--- config.mk ---
export PLATFORM = sky130hd
export DESIGN_NAME = slsg_top
export DESIGN_NICKNAME = d
export VERILOG_FILES = /design/src/rtl/slsg_pkg.sv /design/src/rtl/slsg_top.sv
export SDC_FILE = /design/constraint.sdc
export NUM_CORES = 1
export LEC_CHECK = 0
export BUFFER_PORTS_ARGS = -buffer_cell sky130_fd_sc_hd__buf_2
export CORE_ASPECT_RATIO = 1.2
export CORE_MARGIN = 2
export CORE_UTILIZATION = 58
export DETAILED_ROUTE_END_ITERATION = 10
export PLACE_DENSITY = 0.86
export SYNTH_ARGS = -nofsm -noshare
export SYNTH_HDL_FRONTEND = slang
export SYNTH_SLANG_ARGS = --single-unit
--- constraint.sdc ---
create_clock -name i_clk -period 4.9 [get_ports i_clk]
set_clock_uncertainty 0.05 [all_clocks]
set_input_delay 0.735 -clock i_clk [delete_from_list [all_inputs] [get_ports i_clk]]
set_output_delay 0.735 -clock i_clk [all_outputs]
set_load 0.005 [all_outputs]
--- src/rtl/slsg_pkg.sv ---
package slsg_pkg;
  // register byte offsets
  localparam logic [7:0] OFS_CTRL = 8'h00;
  localparam logic [7:0] OFS_CFG = 8'h04;
  localparam logic [7:0] OFS_DELAY = 8'h08;
  localparam logic [7:0] OFS_BRDELAY = 8'h0c;
  localparam logic [7:0] OFS_STATUS = 8'h10;
  localparam logic [7:0] OFS_IRQ_STAT = 8'h14;
  localparam logic [7:0] OFS_IRQ_EN = 8'h18;
  localparam logic [7:0] OFS_IRQ_CLR = 8'h1c;
  // cfg fields
  localparam int CFG_RAMP_SUP = 0;
  localparam int CFG_STOPB = 1;
  localparam logic [31:0] CFG_RST = 32'h0000_0000;
  // irq fields
  localparam int IRQ_FAULT = 0;
  localparam int IRQ_TCUT = 1;
  localparam int IRQ_LVL = 2;
  localparam int IRQ_W = 3;
  // timing defaults, in clock cycles
  localparam logic [31:0] DELAY_RST = 32'h0000_0064;
  localparam logic [31:0] BRDELAY_RST = 32'h0000_0064;
  typedef enum logic [2:0] {
    SLSG_IDLE, SLSG_WAIT, SLSG_RAMP, SLSG_LEVEL, SLSG_TRIP
  } slsg_state_t;
endpackage

--- src/rtl/slsg_top.sv ---
// The implementer's own choices: the APB slave port and the register addresses.
`timescale 1ns/10ps
// Overview of operation
// - fault during controlled stop cuts torque at once
// - guard off: run and stop commands pass unrestricted
// - guard selected: clamp speed, brake on quick-stop ramp
// - configuration bit chooses brake-ramp supervision or none
// - guard deselected: clamping and monitoring both stop
// - speed below limit: follow setpoint, monitor after delay
// - speed above limit: brake, monitor after delay; release once speed reaches limit
// - four levels, changed only from fieldbus control word one
// - lower level with ramp supervision: brake, ramp monitor after delay
// - ramp hands over on ramp reaching level or speed+ramp delay
// - lower level without supervision: brake, level monitor after delay
// - higher level applies at once
// - active level reported in fieldbus status word
// - coast stop while guard active: safe torque off at once
// - guard fault: immediate or ramped torque cut by configuration
module slsg_top #(
  parameter int SPW = 16
) (
  input wire logic i_clk,
  input wire logic i_rst_n,
  input wire logic i_ce,
  input wire logic i_psel,
  input wire logic i_penable,
  input wire logic i_pwrite,
  input wire logic [7:0] i_paddr,
  input wire logic [31:0] i_pwdata,
  output logic [31:0] o_prdata,
  output logic o_pready,
  output logic o_pslverr,
  input wire logic i_guard_sel_di,
  input wire logic i_guard_sel_bus,
  input wire logic [1:0] i_bus_level,
  input wire logic i_stop_active,
  input wire logic i_monitor_fault,
  input wire logic i_coast_stop,
  input wire logic [SPW-1:0] i_speed_abs,
  input wire logic [SPW-1:0] i_ramp_value,
  input wire logic [4*SPW-1:0] i_level_limits,
  input wire logic i_run_command,
  output logic o_run_enable,
  output logic o_speed_clamp,
  output logic o_brake_quick,
  output logic o_monitor_level,
  output logic o_monitor_ramp,
  output logic [SPW-1:0] o_limit,
  output logic o_torque_off_now,
  output logic o_torque_off_ramped,
  output logic [1:0] o_active_level,
  output logic o_irq
);
  import slsg_pkg::*;
  if (SPW < 2 || SPW > 32) begin
    $error("SPW out of range");
  end

  function automatic logic [SPW-1:0] lim_of(input logic [4*SPW-1:0] v,
                                            input logic [1:0] l);
    lim_of = v[l*SPW +: SPW];
  endfunction

  // ----------------------------------------------------------------
  // registers over apb
  // ----------------------------------------------------------------
  logic [31:0] cfg_q, cfg_d, dly_q, dly_d, brd_q, brd_d;
  logic [IRQ_W-1:0] ist_q, ist_d, ien_q, ien_d, ev;
  logic [31:0] rd_d, rd_q;
  logic wr, rd;
  slsg_state_t st_q, st_d;
  logic [1:0] lvl_q, lvl_d;
  logic [31:0] cnt_q, cnt_d, bcnt_q, bcnt_d;
  logic sel_q, sel_d, brk_q, brk_d;

  // zero-wait slave: answer in the access cycle
  assign o_pready = 1'b1;
  assign wr = i_psel && i_penable && i_pwrite && i_ce;
  assign rd = i_psel && !i_penable && !i_pwrite;
  assign o_pslverr = i_psel && i_penable && (i_paddr > OFS_IRQ_CLR ||
                     i_paddr[1:0] != 2'b00);
  assign o_prdata = rd_q;

  always_comb begin
    cfg_d = cfg_q;
    dly_d = dly_q;
    brd_d = brd_q;
    ien_d = ien_q;
    // set wins over clear
    ist_d = ist_q;
    if (wr && i_paddr == OFS_IRQ_CLR) begin
      ist_d = ist_q & ~i_pwdata[IRQ_W-1:0];
    end
    ist_d = ist_d | ev;
    if (wr) begin
      unique case (i_paddr)
        OFS_CFG: cfg_d = i_pwdata;
        OFS_DELAY: dly_d = i_pwdata;
        OFS_BRDELAY: brd_d = i_pwdata;
        OFS_IRQ_EN: ien_d = i_pwdata[IRQ_W-1:0];
        default: ;
      endcase
    end
    rd_d = rd_q;
    if (rd) begin
      unique case (i_paddr)
        OFS_CFG: rd_d = cfg_q;
        OFS_DELAY: rd_d = dly_q;
        OFS_BRDELAY: rd_d = brd_q;
        OFS_STATUS: rd_d = {24'h0, 1'b0, 3'(st_q), lvl_q, brk_q, sel_q};
        OFS_IRQ_STAT: rd_d = {{(32-IRQ_W){1'b0}}, ist_q};
        OFS_IRQ_EN: rd_d = {{(32-IRQ_W){1'b0}}, ien_q};
        default: rd_d = 32'h0;
      endcase
    end
  end

  always_ff @(posedge i_clk or negedge i_rst_n) begin
    if (!i_rst_n) begin
      cfg_q <= CFG_RST;
      dly_q <= DELAY_RST;
      brd_q <= BRDELAY_RST;
      ist_q <= '0;
      ien_q <= '0;
      rd_q <= 32'h0;
    end else if (i_ce) begin
      cfg_q <= cfg_d;
      dly_q <= dly_d;
      brd_q <= brd_d;
      ist_q <= ist_d;
      ien_q <= ien_d;
      rd_q <= rd_d;
    end
  end
  assign o_irq = |(ist_q & ien_q);

  // ----------------------------------------------------------------
  // guard state machine
  // ----------------------------------------------------------------
  logic guard_sel, guard_fault, lvl_lo, lvl_hi, dly_done, trip_now;
  logic [SPW-1:0] cur_lim, new_lim;
  assign guard_sel = i_guard_sel_di || i_guard_sel_bus;
  assign cur_lim = lim_of(i_level_limits, lvl_q);
  assign new_lim = lim_of(i_level_limits, i_bus_level);
  assign lvl_lo = i_guard_sel_bus && new_lim < cur_lim;
  assign lvl_hi = i_guard_sel_bus && new_lim > cur_lim;
  assign dly_done = cnt_q >= dly_q;
  assign guard_fault = st_q inside {SLSG_LEVEL, SLSG_RAMP} &&
                       i_monitor_fault;
  assign trip_now = i_stop_active && i_monitor_fault;

  always_comb begin
    st_d = st_q;
    lvl_d = lvl_q;
    cnt_d = (cnt_q == 32'hffff_ffff) ? cnt_q : cnt_q + 32'h1;
    bcnt_d = (bcnt_q == 32'hffff_ffff) ? bcnt_q : bcnt_q + 32'h1;
    sel_d = guard_sel;
    brk_d = brk_q;
    ev = '0;
    unique case (st_q)
      SLSG_IDLE: begin
        if (guard_sel) begin
          cnt_d = 32'h0;
          brk_d = i_speed_abs > cur_lim;
          st_d = SLSG_WAIT;
        end
      end
      SLSG_WAIT: begin
        if (dly_done) begin
          bcnt_d = 32'h0;
          st_d = (cfg_q[CFG_RAMP_SUP] && brk_q) ? SLSG_RAMP : SLSG_LEVEL;
        end
      end
      SLSG_RAMP: begin
        if (i_ramp_value <= cur_lim ||
            (i_speed_abs <= cur_lim && bcnt_q >= brd_q)) begin
          st_d = SLSG_LEVEL;
          brk_d = 1'b0;
        end
      end
      SLSG_LEVEL: begin
        if (i_speed_abs <= cur_lim) brk_d = 1'b0;
      end
      SLSG_TRIP: ;
      default: st_d = SLSG_IDLE;
    endcase
    if (st_q inside {SLSG_WAIT, SLSG_RAMP, SLSG_LEVEL}) begin
      if (lvl_lo) begin
        lvl_d = i_bus_level;
        cnt_d = 32'h0;
        brk_d = 1'b1;
        st_d = SLSG_WAIT;
        ev[IRQ_LVL] = 1'b1;
      end else if (lvl_hi) begin
        lvl_d = i_bus_level;
        ev[IRQ_LVL] = 1'b1;
      end
    end
    if (guard_fault || (st_q != SLSG_IDLE && i_coast_stop)) begin
      st_d = SLSG_TRIP;
      ev[IRQ_TCUT] = 1'b1;
    end
    ev[IRQ_FAULT] = guard_fault || trip_now;
    if (!guard_sel) begin
      st_d = SLSG_IDLE;
      brk_d = 1'b0;
    end
  end

  always_ff @(posedge i_clk or negedge i_rst_n) begin
    if (!i_rst_n) begin
      st_q <= SLSG_IDLE;
      lvl_q <= 2'b00;
      cnt_q <= 32'h0;
      bcnt_q <= 32'h0;
      sel_q <= 1'b0;
      brk_q <= 1'b0;
    end else if (i_ce) begin
      st_q <= st_d;
      lvl_q <= lvl_d;
      cnt_q <= cnt_d;
      bcnt_q <= bcnt_d;
      sel_q <= sel_d;
      brk_q <= brk_d;
    end
  end

  // ----------------------------------------------------------------
  // outputs
  // ----------------------------------------------------------------
  logic tn_q, tr_q;
  always_ff @(posedge i_clk or negedge i_rst_n) begin
    if (!i_rst_n) begin
      tn_q <= 1'b0;
      tr_q <= 1'b0;
    end else if (i_ce) begin
      // held until both guard and stop function deselected; restart is remote
      tn_q <= trip_now || (tn_q && i_stop_active) ||
              (st_d == SLSG_TRIP &&
              (i_coast_stop || !cfg_q[CFG_STOPB] || tn_q));
      tr_q <= st_d == SLSG_TRIP && !i_coast_stop && cfg_q[CFG_STOPB] &&
              !tn_q;
    end
  end
  assign o_torque_off_now = tn_q;
  assign o_torque_off_ramped = tr_q;
  assign o_run_enable = i_run_command && !tn_q && !tr_q;
  assign o_speed_clamp = st_q != SLSG_IDLE;
  assign o_brake_quick = brk_q;
  assign o_monitor_level = st_q == SLSG_LEVEL;
  assign o_monitor_ramp = st_q == SLSG_RAMP;
  assign o_limit = cur_lim;
  assign o_active_level = lvl_q;

  // ----------------------------------------------------------------
  // checks
  // ----------------------------------------------------------------
  property p_stop_fault;
    @(posedge i_clk) disable iff (!i_rst_n)
    i_ce && i_stop_active && i_monitor_fault |=> o_torque_off_now;
  endproperty
  a_stop_fault: assert property (p_stop_fault)
    else $error("stop fault without torque cut");
  property p_deselect;
    @(posedge i_clk) disable iff (!i_rst_n)
    i_ce && !i_guard_sel_di && !i_guard_sel_bus |=>
      !o_speed_clamp && !o_monitor_level && !o_monitor_ramp;
  endproperty
  a_deselect: assert property (p_deselect)
    else $error("guard still clamping after deselect");
  property p_no_early_mon;
    @(posedge i_clk) disable iff (!i_rst_n)
    o_monitor_level && !$past(o_monitor_level) && !$past(o_monitor_ramp)
      |-> $past(cnt_q) >= $past(dly_q);
  endproperty
  a_no_early_mon: assert property (p_no_early_mon)
    else $error("monitoring began before delay");
  property p_level_up;
    @(posedge i_clk) disable iff (!i_rst_n)
    i_ce && o_monitor_level && lvl_hi && guard_sel && !guard_fault
      && !i_coast_stop |=> o_monitor_level &&
      o_active_level == $past(i_bus_level);
  endproperty
  a_level_up: assert property (p_level_up)
    else $error("higher level not immediate");
  property p_coast;
    @(posedge i_clk) disable iff (!i_rst_n)
    i_ce && o_speed_clamp && i_coast_stop && guard_sel |=> o_torque_off_now;
  endproperty
  a_coast: assert property (p_coast)
    else $error("coast stop did not cut torque");
  property p_di_no_level;
    @(posedge i_clk) disable iff (!i_rst_n)
    !i_guard_sel_bus |=> o_active_level == $past(o_active_level);
  endproperty
  a_di_no_level: assert property (p_di_no_level)
    else $error("level changed without bus word");
  property p_ramp_cfg;
    @(posedge i_clk) disable iff (!i_rst_n)
    o_monitor_ramp && !$past(o_monitor_ramp) |->
      $past(cfg_q[CFG_RAMP_SUP]);
  endproperty
  a_ramp_cfg: assert property (p_ramp_cfg)
    else $error("ramp monitor without supervision");
  property p_run_free;
    @(posedge i_clk) disable iff (!i_rst_n)
    !o_speed_clamp && !o_torque_off_now && !o_torque_off_ramped
      |-> o_run_enable == i_run_command;
  endproperty
  a_run_free: assert property (p_run_free)
    else $error("run blocked while guard off");
  c_sel: cover property (@(posedge i_clk) disable iff (!i_rst_n)
    o_speed_clamp ##[1:20] o_monitor_level);
  c_ramp: cover property (@(posedge i_clk) disable iff (!i_rst_n)
    o_monitor_ramp ##1 o_monitor_level);
  c_trip: cover property (@(posedge i_clk) disable iff (!i_rst_n)
    o_torque_off_ramped);
endmodule

Yosys cells after proc, flatten, opt, wreduce, memory -nomap -nowiden. Index checks and enable logic that the tools add are counted.

Add/subtract/negate cells: 2. Order comparisons: 8. Equality and inequality tests: 14. Shift-type cells: 2. Muxes and demuxes: 30. Bitwise operators: 4. Reductions and logical operators: 50.

Operators with widths (count): 32-bit 2-to-1 mux (8); 32-bit one-hot mux with 6 select lines (1); 64-bit by 7-bit indexed part select with 16-bit output (2); 32-bit by 1-bit adder with 32-bit output (second input constant) (2); 32-bit == test (second input constant) (2); 32-bit >= comparator (2); 8-bit by 5-bit == test with 1-bit output (second input constant) (4); 16-bit greater-than comparator (2); 16-bit less-or-equal comparator (2); 1-bit logical AND (21); 3-bit 2-to-1 mux (7); 8-bit by 4-bit == test with 1-bit output (second input constant) (2); 16-bit < comparator (1); 3-bit AND reduction (5); 3-bit one-hot mux with 4 select lines (1); 1-bit 2-to-1 mux (10); 1-bit logical OR (9); 8-bit by 3-bit == test with 1-bit output (second input constant) (1); 8-bit by 5-bit greater-than comparator with 1-bit output (second input constant) (1); 3-bit bitwise AND (2); 3-bit by 2-bit == test with 1-bit output (second input constant) (2); 3-bit == test (second input constant) (2); 1-bit zero test (6); 2-bit nonzero test (3); 10 further kinds (12).

Flip-flop bits (word level): 207. Input port bits: 150. Output and inout port bits: 60. Logic and storage cells: 124.

Depth between registers and ports, before layout. Gate-level depths: netlist of the first run.

Word-level depth: 14. Gate-level depth with buffers: 13. Depth with buffers taken out: 10.

Worst setup path after synthesis of the first run. OpenSTA, ideal clock, no wires.

Kind: input port to flip-flop. Start: input port i_bus_level[0]. End: register lvl_q[0] (netlist: o_active_level[0]). Library setup time: 125 ps. Arrival: 3795 ps. Required time: 4725 ps. Slack: 930 ps. Stages on the path: 9. Buffers on the path: 2. Cell sequence: buf_2 > buf_1 > mux4_2 > ha_1 > a2111oi_0 > a31o_2 > nand3b_1 > a311oi_1 > mux2_2.

Longest elaborated chain between the ends: 5. Elaborated cells between the ends (all ways): 9. Classes of those cells: 2 x order compare; 1 x shift; 2 x mux; 4 x reduce/logical.

RTL lines: from (decl) (line slsg_top.sv:35) `input wire logic [1:0] i_bus_level,`; 64-bit by 7-bit indexed part select with 16-bit output (line slsg_top.sv:61) `lim_of = v[l*SPW +: SPW];`; 16-bit < comparator / 16-bit greater-than comparator (equally long branches) (line slsg_top.sv:145, slsg_top.sv:146); 1-bit logical AND, on equally long branches (line slsg_top.sv:145, slsg_top.sv:146); 2-bit nonzero test (no source line); 3-bit AND reduction (no source line); to (signal assigned) (line slsg_top.sv:220) `lvl_q <= lvl_d;`; to (decl) (line slsg_top.sv:72) `logic [1:0] lvl_q, lvl_d;`.

Parallel ways exist; a longest one is shown, timed or not. The select of a mux whose other input is x is not followed. A chain may end at the register's enable or synchronous reset.

Final worst setup path of the first run.
Start: register lvl_q[1] (netlist: o_active_level[1]). End: register cnt_q[1].

Longest elaborated chain between the ends: 5.

RTL lines: 64-bit by 7-bit indexed part select with 16-bit output (line slsg_top.sv:61); 16-bit < comparator (line slsg_top.sv:145) `assign lvl_lo = i_guard_sel_bus && new_lim < cur_lim;`; 1-bit logical AND (line slsg_top.sv:145); 32-bit 2-to-1 mux (line slsg_top.sv:188) `if (lvl_lo) begin`; 32-bit 2-to-1 mux (line slsg_top.sv:187) `if (st_q inside {SLSG_WAIT, SLSG_RAMP, SLSG_LEVEL}) begin`; to (signal assigned) (line slsg_top.sv:221) `cnt_q <= cnt_d;`; to (decl) (line slsg_top.sv:73) `logic [31:0] cnt_q, cnt_d, bcnt_q, bcnt_d;`.

Every way passes these cells.

==> impl_metrics.json, run 1 <==
{
  "fmax_ghz": 0.257,
  "finalCritPeriodShare_pct": 79.5,
  "yosys_warnings": 0,
  "clk_latency_ps": 510,
  "utilization_pct": 67.5,
  "numPortBuffers": 208,
  "startpoint_type": "flop",
  "synth.distinct_cells": 82,
  "rows": 60,
  "drt_iter0_markers": 1099,
  "min_path_type": "in -> async",
  "via_per_inst": 6.46,
  "power_frac_seq_pct": 38.1,
  "worstSetupEndpointType": "flop",
  "ys_ff_latch": 207,
  "holdWs_ps": 286,
  "min_period_ps": 3900,
  "place_congestion": 0.980,
  "clockRootBuffer": "clkbuf_16",
  "finalSetupViolations": 0,
  "switching_share_pct": 34.3,
  "antenna_found_initial": 2,
  "path_class": "reg -> reg",
  "syn_avg_cell_area_um2": 10.4,
  "clk_pin_slew_ps": 60,
  "track_usage_pct": 31.6,
  "via_count": 11300,
  "overflow": 0,
  "post-cts-setup-buffers": 0,
  "cp_max_fo": 30,
  "peakVddDrop_uv": 316,
  "layout.cells.non_filler": 1751,
  "slew_violations": 0,
  "comb_power_share_pct": 32.8,
  "cts_tree": "built",
  "drive_above_1_share_pct": 28.7,
  "grt_setup_unrepaired": "false",
  "syn_nets": 1529,
  "p_total_uw": 5030,
  "yosysSeqAreaShare_pct": 39.6,
  "syn_inst": 1265,
  "cts_sinks": 207,
  "crit_slowest_cell": "a21o_1",
  "htreeDepth": 1,
  "p_int_uw": 3310,
  "wl_um": 38200,
  "core_um2": 22300,
  "initial_core_util_pct": 58.8,
  "synth_edf_count": 0,
  "die_y_um": 169,
  "grt_pass1_wl_um": 60000,
  "chipWidth_um": 141,
  "placed_cells": 1713,
  "slowest_delay_ps": 780,
  "antenna_left": 0,
  "power_per_cell_area_nw_per_um2": 334,
  "tns_ps": 0,
  "slew_headroom_pct": 22.4,
  "cp.arrival_ps": 4230,
  "cts_resized": 0,
  "worstMarginPinSlew_ps": 1160,
  "final-hold-violation-count": 0,
  "synth_largest_area_cell": "dfrtp_1",
  "switching_power_uw": 1720,
  "syn2layout_area_growth_pct": 14.8,
  "die-area_um2": 23800,
  "dr.pass1.iters": 8,
  "clockPowerShare_pct": 29.2,
  "synth_area_leaders": "dfrtp_1 (38%), ha_1 (11%), mux2_2 (8.8%), mux4_2 (5.5%), inv_1 (2.9%)",
  "cap_violations": 0,
  "p_leak_uw": 0.00721,
  "synth_flop_cell": "dfrtp_1",
  "synth_async_sr_flop_share_pct": 100,
  "drc": 0,
  "grt_pass1_vias": 11400,
  "cp.required_ps": 5240,
  "boundaryPins": 210,
  "synth.cell_area_um2": 13100,
  "status": "completed",
  "crit_chain": "buf_4, mux4_2, inv_1, ha_1, o21a_1, o21a_1, o21ai_0, a31o_2, a21o_1, o21ai_0, a32o_1",
  "cp_top_family": "compound AO/OA/AOI/OAI gates",
  "rr_worst_depth": 11,
  "finalNetCount": 1721,
  "critPathBufInv": 2,
  "path_depth": 11,
  "numCtsBuffers": 21,
  "hold_buffers": 0,
  "grt_max_degree": 126,
  "clockBufferDepth": 3,
  "wl_per_cell_um": 21.8,
  "synth.top_cell.area_share_pct": 38.4,
  "hpwl_um": 28000
}
-- cell families (layout without fill, tap and decap cells) --
kind of cell / after synthesis / in the layout / share of synthesized area [%]
other: 1 / 2 / 0.0286
flip-flops: 207 / 207 / 39.6
multiplexers: 141 / 141 / 14.8
AO/OA/AOI/OAI: 262 / 262 / 13.6
buffers and inverters: 157 / 363 / 4.63
AND/OR/NAND/NOR: 352 / 352 / 14.4
adder cells (fa/ha/maj): 114 / 114 / 10.9
XOR/XNOR: 31 / 31 / 2.07
-- sequential cells by signal, indices dropped and copies added (netlist names), 2 cells and up --
name,flops
bcnt_q,32
brd_q,32
cfg_q,32
cnt_q,32
dly_q,32
o_prdata,32
ien_q,3
ist_q,3
st_q,3
o_active_level,2
-- area by class of cell --
type                            count  area (µm²)
Tap cell                          279         349
Clock inverter                      5        35.0
Sequential cell                   207        5190
Clock buffer                       32         577
Antenna cell                        1        2.50
Fill cell                        1685        7250
Multi-Input combinational cell    901        7340
Inverter                          104         390
Timing Repair Buffer              222        1170
-- worst paths after layout --
path / start / end / slack, ps
worst max register to register: o_active_level[1] / cnt_q[1] / 1000
worst min-delay path: i_rst_n / o_torque_off_ramped / 290
worst min register to register: o_prdata[20] / o_prdata[20] / 420
max in group asynchronous: i_rst_n / brd_q[25] / 3530
min in group i_clk: o_prdata[20] / o_prdata[20] / 420
worst max-delay path: o_active_level[1] / cnt_q[1] / 1000
-- power groups by stage --
stage	Combinational (µW)	Clock [µW]	Sequential (µW)
2_1_floorplan	1090	0	1870
3_3_place_gp	1580	0	1930
3_5_place_dp	1620	0	1940
4_1_cts	1640	1480	1910
5_1_grt	1820	1560	1920
6_report	1650	1470	1910
-- cell usage after synthesis (all sizes together) (12+ instances only) --
cell and instances:
buf 17, nand3 38, xnor2 19, dfrtp 201, o21ai 72, a21o 27, a21oi 60, nand4 40
clkbuf 36, ha 114, mux4 32, inv 104, nor4 12, a222oi 30, nor2 72, nand2 98
nor3 28, xor2 12, mux2 103
-- worst register-to-register path, cell delays in order, from the launching register on --
cell and delay [ps]:
dfrtp_1 670, buf_4 260, mux4_2 330, inv_1 130, ha_1 260, o21a_1 200
o21a_1 160, o21ai_0 170, a31o_2 200, a21o_1 780, o21ai_0 300, a32o_1 270
-- through the flow --
| step | cell area [µm²] | worst slack (ps) |
|---|---|---|
| after floorplan | 13100 | 930 |
| after global placement | 14400 | 668 |
| after detailed placement | 14400 | 605 |
| after CTS | 15000 | 1080 |
| after global routing | 15000 | 785 |
| final | 15000 | 1000 |
-- layer usage --
metal / share of wire (%) / track usage (%) / up-vias
met3: 6.5 / 4.50 / 133
met2: 51 / 56.3 / 539
met5: 0.045 / 0 / -
met4: 6.7 / 19.3 / 2
met1: 36 / 35.8 / 5568
li1: - / - / 5072
-- cells in the final DEF (no fill, tap or decap), types with 6 or more instances in the layout --
master	instances
o21ai_0	68
and3_1	11
o21a_1	9
mux4_2	32
and4_1	7
xnor2_1	19
dfrtp_1	201
nor4_1	9
a31oi_1	10
dfstp_2	6
nand3_1	37
inv_1	103
mux2_2	103
ha_1	114
a222oi_1	30
nand2_1	96
clkbuf_16	21
clkbuf_1	10
nor2_1	69
nor2b_1	8
xor2_1	12
mux2i_1	6
nor3_1	26
buf_4	13
nand4_1	37
a21o_1	26
buf_2	207
a21oi_1	59
Power figures use the tool's default switching activity.
==> run 2, diff against run 1 <==
--- a/config.mk
+++ b/config.mk
@@ -8,9 +8,9 @@
 export BUFFER_PORTS_ARGS = -buffer_cell sky130_fd_sc_hd__buf_2
 export CORE_ASPECT_RATIO = 1.2
 export CORE_MARGIN = 2
-export CORE_UTILIZATION = 58
+export CORE_UTILIZATION = 52
 export DETAILED_ROUTE_END_ITERATION = 10
-export PLACE_DENSITY = 0.86
+export PLACE_DENSITY = 0.81
 export SYNTH_ARGS = -nofsm -noshare
 export SYNTH_HDL_FRONTEND = slang
 export SYNTH_SLANG_ARGS = --single-unit
==> constraint.sdc (replaced) <==
create_clock -name i_clk -period 3.51 [get_ports i_clk]
set_clock_uncertainty 0.05 [all_clocks]
set_input_delay 0.5265 -clock i_clk [delete_from_list [all_inputs] [get_ports i_clk]]
set_output_delay 0.5265 -clock i_clk [all_outputs]
set_load 0.005 [all_outputs]
==> run 2 against run 1 <==
The run now ends with hold timing left. Setup slack lost 850 ps. First-iteration DRC count shrank 17%. Design area grew 2.5%. Utilization shrank 5.2 points. Critical path type unchanged. Critical endpoint is now o_active_level[1]. Largest cell class unchanged. Largest power group unchanged.
==> impl_metrics.json, run 2 (synthesized netlist as in run 1, its figures left out) <==
{
  "wl_per_cell_um": 20.8,
  "worstMarginPinSlew_ps": 916,
  "fmax_ghz": 0.298,
  "die-area_um2": 26500,
  "grt_pass1_wl_um": 58800,
  "antenna_left": 0,
  "htreeDepth": 1,
  "comb_power_share_pct": 31.3,
  "peakVddDrop_uv": 397,
  "cp.required_ps": 3860,
  "layout.cells.non_filler": 1813,
  "slew_violations": 0,
  "crit_chain": "buf_4, mux4_2, inv_1, ha_1, a2111oi_0, a31o_2, nand3b_1, a311oi_1, buf_4, mux2_2",
  "p_int_uw": 5030,
  "setup_ws_ps": 158,
  "cp_max_fo": 11,
  "final-hold-violation-count": 10,
  "min_path_type": "in -> async",
  "cts_tree": "built",
  "crit_slowest_cell": "mux4_2",
  "placed_cells": 1772,
  "rr_worst_depth": 10,
  "clk_latency_ps": 510,
  "crit_top_cell": "buf_4",
  "clockRootBuffer": "clkbuf_16",
  "slowest_delay_ps": 540,
  "grt_max_degree": 89,
  "cp.arrival_ps": 3700,
  "cts_sinks": 207,
  "timing.rr.end": "o_active_level[1]",
  "switching_share_pct": 32.4,
  "place_congestion": 0.873,
  "initial_core_util_pct": 53.0,
  "boundaryPins": 210,
  "crit_path_end": "o_active_level[1]",
  "switching_power_uw": 2410,
  "dr.pass1.iters": 6,
  "wl_um": 37700,
  "timing.rr.start": "o_active_level[0]",
  "clk_pin_slew_ps": 60,
  "finalSetupViolations": 0,
  "min_period_ps": 3350,
  "mostFrequentLayoutCell": "buf_2",
  "holdWs_ps": -16.2,
  "path_class": "reg -> reg",
  "drt_iter0_markers": 911,
  "violations": "hold timing",
  "overflow": 0,
  "hpwl_um": 28500,
  "worstSetupStartpoint": "o_active_level[0]",
  "numCtsBuffers": 22,
  "rows": 63,
  "worstSetupEndpointType": "flop",
  "finalCritPeriodShare_pct": 95.5,
  "drive_above_1_share_pct": 29.9,
  "startpoint_type": "flop",
  "slew_headroom_pct": 38.9,
  "clockPowerShare_pct": 33.0,
  "power_per_cell_area_nw_per_um2": 482,
  "finalNetCount": 1735,
  "chipWidth_um": 149,
  "critPathBufInv": 3,
  "via_count": 11200,
  "path_depth": 10,
  "syn2layout_area_growth_pct": 17.6,
  "clockBufferDepth": 3,
  "grt_setup_unrepaired": "false",
  "grt_pass1_vias": 11300,
  "final_cell_mix": "buf_2 (207), dfrtp_1 (201), ha_1 (114)",
  "antenna_found_initial": 2,
  "p_leak_uw": 0.00738,
  "numPortBuffers": 208,
  "track_usage_pct": 28.1,
  "status": "complete, but fails checks",
  "cp_top_family": "compound AO/OA/AOI/OAI gates",
  "post-place-ws_ps": -31.0,
  "worst-r2r-setup-slack_ps": 160,
  "post-cts-setup-buffers": 0,
  "via_per_inst": 6.17,
  "drc": 0,
  "core_um2": 24800,
  "cap_violations": 0,
  "die_y_um": 178,
  "tns_ps": 0,
  "power_frac_seq_pct": 35.7
}
## run 2: power groups by stage
stage / Sequential, µW / Combinational [µW] / Clock [µW]
floorplan: 2620 / 1520 / 0
global placement: 2690 / 2240 / 0
detailed placement: 2700 / 2300 / 0
CTS: 2650 / 2310 / 2480
global route: 2670 / 2580 / 2570
finish: 2650 / 2330 / 2450
## run 2: worst min path at each step
stage,startpoint,to,slack [ps],cells past startpoint
2_1_floorplan,i_rst_n,bcnt_q[0],180,0
3_3_place_gp,o_prdata[16],o_prdata[16],410,2
3_5_place_dp,o_prdata[13],o_prdata[13],420,2
4_1_cts,i_rst_n,dly_q[25],9,1
5_1_grt,i_rst_n,dly_q[26],40,1
6_report,i_rst_n,dly_q[26],-20,1
## run 2: layout make-up
| class | count | area, µm² |
|---|---|---|
| tap | 325 | 407 |
| fill | 1964 | 9330 |
| clock inverter | 13 | 179 |
| multi-input combinational | 901 | 7340 |
| inverter | 104 | 390 |
| sequential | 207 | 5190 |
| clock buffer | 26 | 586 |
| antenna | 2 | 5.00 |
| timing repair buffer | 235 | 1330 |
## run 2: per-stage QoR
step	hold WS (ps)	total power (µW)	utilization, %	instance area [µm²]
2_1_floorplan	181	4140	-	13100
5_1_grt	42.1	7820	62.3	15400
6_report	-16.2	7440	62.3	15400
3_3_place_gp	410	4930	59.2	14600
4_1_cts	9.23	7450	62.3	15400
3_5_place_dp	415	5000	59.2	14600
## run 2: what timing repair did
action	4_1_cts	5_1_grt
hold buffers	0	0
gates resized for setup	0	1
setup endpoints to repair	0	3
hold endpoints to repair	0	0
## run 2: per-layer routing
layer,part of all wire (%),vias to the layer above,global-route usage (%)
li1,-,5111,-
met1,37,5500,31.9
met2,51,479,51.0
met3,6.7,104,4.09
met4,5.4,0,15.1
met5,0,-,0
## run 2: worst reg2reg max path, delay by kind of cell (launching register included)
kind / cells / cell delay (ps)
AO/OA/AOI/OAI: 3 / 1030
adder cells (fa/ha/maj): 1 / 280
buffers and inverters: 3 / 520
flip-flops: 1 / 350
multiplexers: 2 / 870
AND/OR/NAND/NOR: 1 / 160
==> run 3, diff against run 2 <==
--- a/config.mk
+++ b/config.mk
@@ -8,9 +8,9 @@
 export BUFFER_PORTS_ARGS = -buffer_cell sky130_fd_sc_hd__buf_2
 export CORE_ASPECT_RATIO = 1.2
 export CORE_MARGIN = 2
-export CORE_UTILIZATION = 52
+export CORE_UTILIZATION = 47
 export DETAILED_ROUTE_END_ITERATION = 10
-export PLACE_DENSITY = 0.81
+export PLACE_DENSITY = 0.75
 export SYNTH_ARGS = -nofsm -noshare
 export SYNTH_HDL_FRONTEND = slang
 export SYNTH_SLANG_ARGS = --single-unit
==> run 3 against run 2 <==
Final cell count up 0.94%. Largest cell class unchanged. The flow still finishes with violations (hold timing). Worst hold slack better by 4.3 ps. Total power up 0.73%. Sequential share of layout area down 0.054 points. Sequential cell count unchanged.
==> impl_metrics.json, run 3 (synthesized netlist as in run 1, its figures left out) <==
{
  "power_per_cell_area_nw_per_um2": 485,
  "initial_core_util_pct": 48.1,
  "overflow": 0,
  "path_class": "reg -> reg",
  "chipWidth_um": 156,
  "mostFrequentLayoutCell": "buf_2",
  "route.met2.wl_um": 18700,
  "dr.pass1.iters": 8,
  "crit_top_cell": "buf_4",
  "worstSetupEndpointType": "flop",
  "numPortBuffers": 208,
  "via_count": 11100,
  "grt_max_degree": 97,
  "dr_wl_met3_um": 2110,
  "peakVddDrop_uv": 500,
  "worstMarginPinSlew_ps": 838,
  "cp.arrival_ps": 3700,
  "crit_chain": "buf_4, buf_4, mux4_2, ha_1, nand4_1, nor4_1, nor3_1, o31a_1, a211oi_1, a21oi_1, a311o_1",
  "drt_iter0_markers": 882,
  "drc": 0,
  "track_usage_pct": 24.7,
  "core_um2": 27300,
  "final-hold-violation-count": 4,
  "critPathBufInv": 2,
  "grt_pass1_vias": 11200,
  "fmax_ghz": 0.298,
  "antenna_left": 0,
  "numCtsBuffers": 23,
  "clk_pin_slew_ps": 60,
  "wl_per_cell_um": 20.2,
  "cap_violations": 0,
  "n_fill_cell": 2341,
  "grt_setup_unrepaired": "false",
  "placed_cell_area_um2": 14700,
  "place_congestion": 0.914,
  "finalNetCount": 1739,
  "via_per_inst": 6.09,
  "holdWs_ps": -11.9,
  "grt_pass1_wl_um": 58200,
  "p_leak_uw": 0.00739,
  "slowest_delay_ps": 570,
  "final_cell_mix": "buf_2 (207), dfrtp_1 (201), ha_1 (114)",
  "slew_violations": 0,
  "slew_headroom_pct": 42.7,
  "wl_um": 37000,
  "wl_met1_um": 14500,
  "crit_slowest_cell": "mux4_2",
  "finalSetupViolations": 0,
  "min_period_ps": 3360,
  "p_total_uw": 7490,
  "hold_buffers": 0,
  "boundaryPins": 210,
  "clockBufferDepth": 3,
  "drive_above_1_share_pct": 29.9,
  "min_path_type": "in -> async",
  "die_y_um": 187,
  "hpwl_um": 28200,
  "startpoint_type": "flop",
  "cp_max_fo": 4,
  "status": "complete, but fails checks",
  "multi_input_area_um2": 7340,
  "cp.required_ps": 3850,
  "syn2layout_area_growth_pct": 17.8,
  "worst-r2r-setup-slack_ps": 150,
  "rows": 66,
  "finalCritPeriodShare_pct": 95.6,
  "cts_sinks": 207,
  "antenna_found_initial": 1,
  "cp_top_family": "compound AO/OA/AOI/OAI gates",
  "clockRootBuffer": "clkbuf_16",
  "dr.max_layer_used": "met4",
  "clk_latency_ps": 520,
  "violations": "hold timing",
  "htreeDepth": 1,
  "die-area_um2": 29200,
  "seqCellArea_um2": 5190,
  "final_cell_area_um2": 15400,
  "cts_tree": "built"
}
-- run 3: path summary, 6_finish.rpt --
kind | start | cells past startpoint | end
max | o_active_level[0] | 11 | o_brake_quick
min | i_rst_n | 1 | cnt_q[28]
max reg2reg | o_active_level[0] | 11 | o_brake_quick
min reg2reg | o_prdata[7] | 2 | o_prdata[7]
max in group asynchronous | i_rst_n | 2 | dly_q[19]
min in group i_clk | i_pwdata[8] | 2 | brd_q[8]
-- run 3: cell type report --
type	count	share of cell area, %
Multi-Input combinational cell	901	47.5
Sequential cell	207	33.6
Timing Repair Buffer	238	8.58
Clock buffer	30	4.09
Tap cell	340	2.75
Inverter	104	2.53
Clock inverter	9	0.932
Antenna cell	1	0.0162
-- run 3: worst reg2reg max path, cell delays in order (launching register included) --
cell and delay (ps):
dfrtp_1 440, buf_4 200, buf_4 160, mux4_2 570, ha_1 310, nand4_1 170
nor4_1 320, nor3_1 90, o31a_1 120, a211oi_1 310, a21oi_1 110, a311o_1 390
-- run 3: through the flow --
stage / util (%) / setup TNS, ps / setup WS, ps / hold slack, ps / cells
after floorplan: - / 0 / 27.4 / 181 / 1265
after global placement: 53.8 / 0 / 93.8 / 408 / 1790
after detailed placement: 53.8 / -13.2 / -8.81 / 414 / 1790
after CTS: 56.7 / 0 / 139 / 57.8 / 1829
after global routing: 56.7 / 0 / 22.5 / 90.1 / 1830
final: 56.7 / 0 / 155 / -11.9 / 1830
-- run 3: layer usage --
layer | vias to the layer above | GRT usage [%]
met2 | 446 | 44.5
li1 | 5121 | -
met5 | - | 0
met4 | 0 | 11.5
met3 | 92 | 3.34
met1 | 5489 | 28.9
-- run 3: power by group --
part | internal [µW] | switching, µW | total (µW) | leakage (µW)
Clock | 1500 | 991 | 2490 | 0.000380
Combinational | 1060 | 1270 | 2330 | 0.00418
Sequential | 2490 | 187 | 2670 | 0.00282
-- run 3: repair_timing --
| item | CTS | global route |
|---|---|---|
| resized for setup | 0 | 1 |
| setup endpoints to repair | 0 | 2 |
| buffers inserted | 0 | 0 |
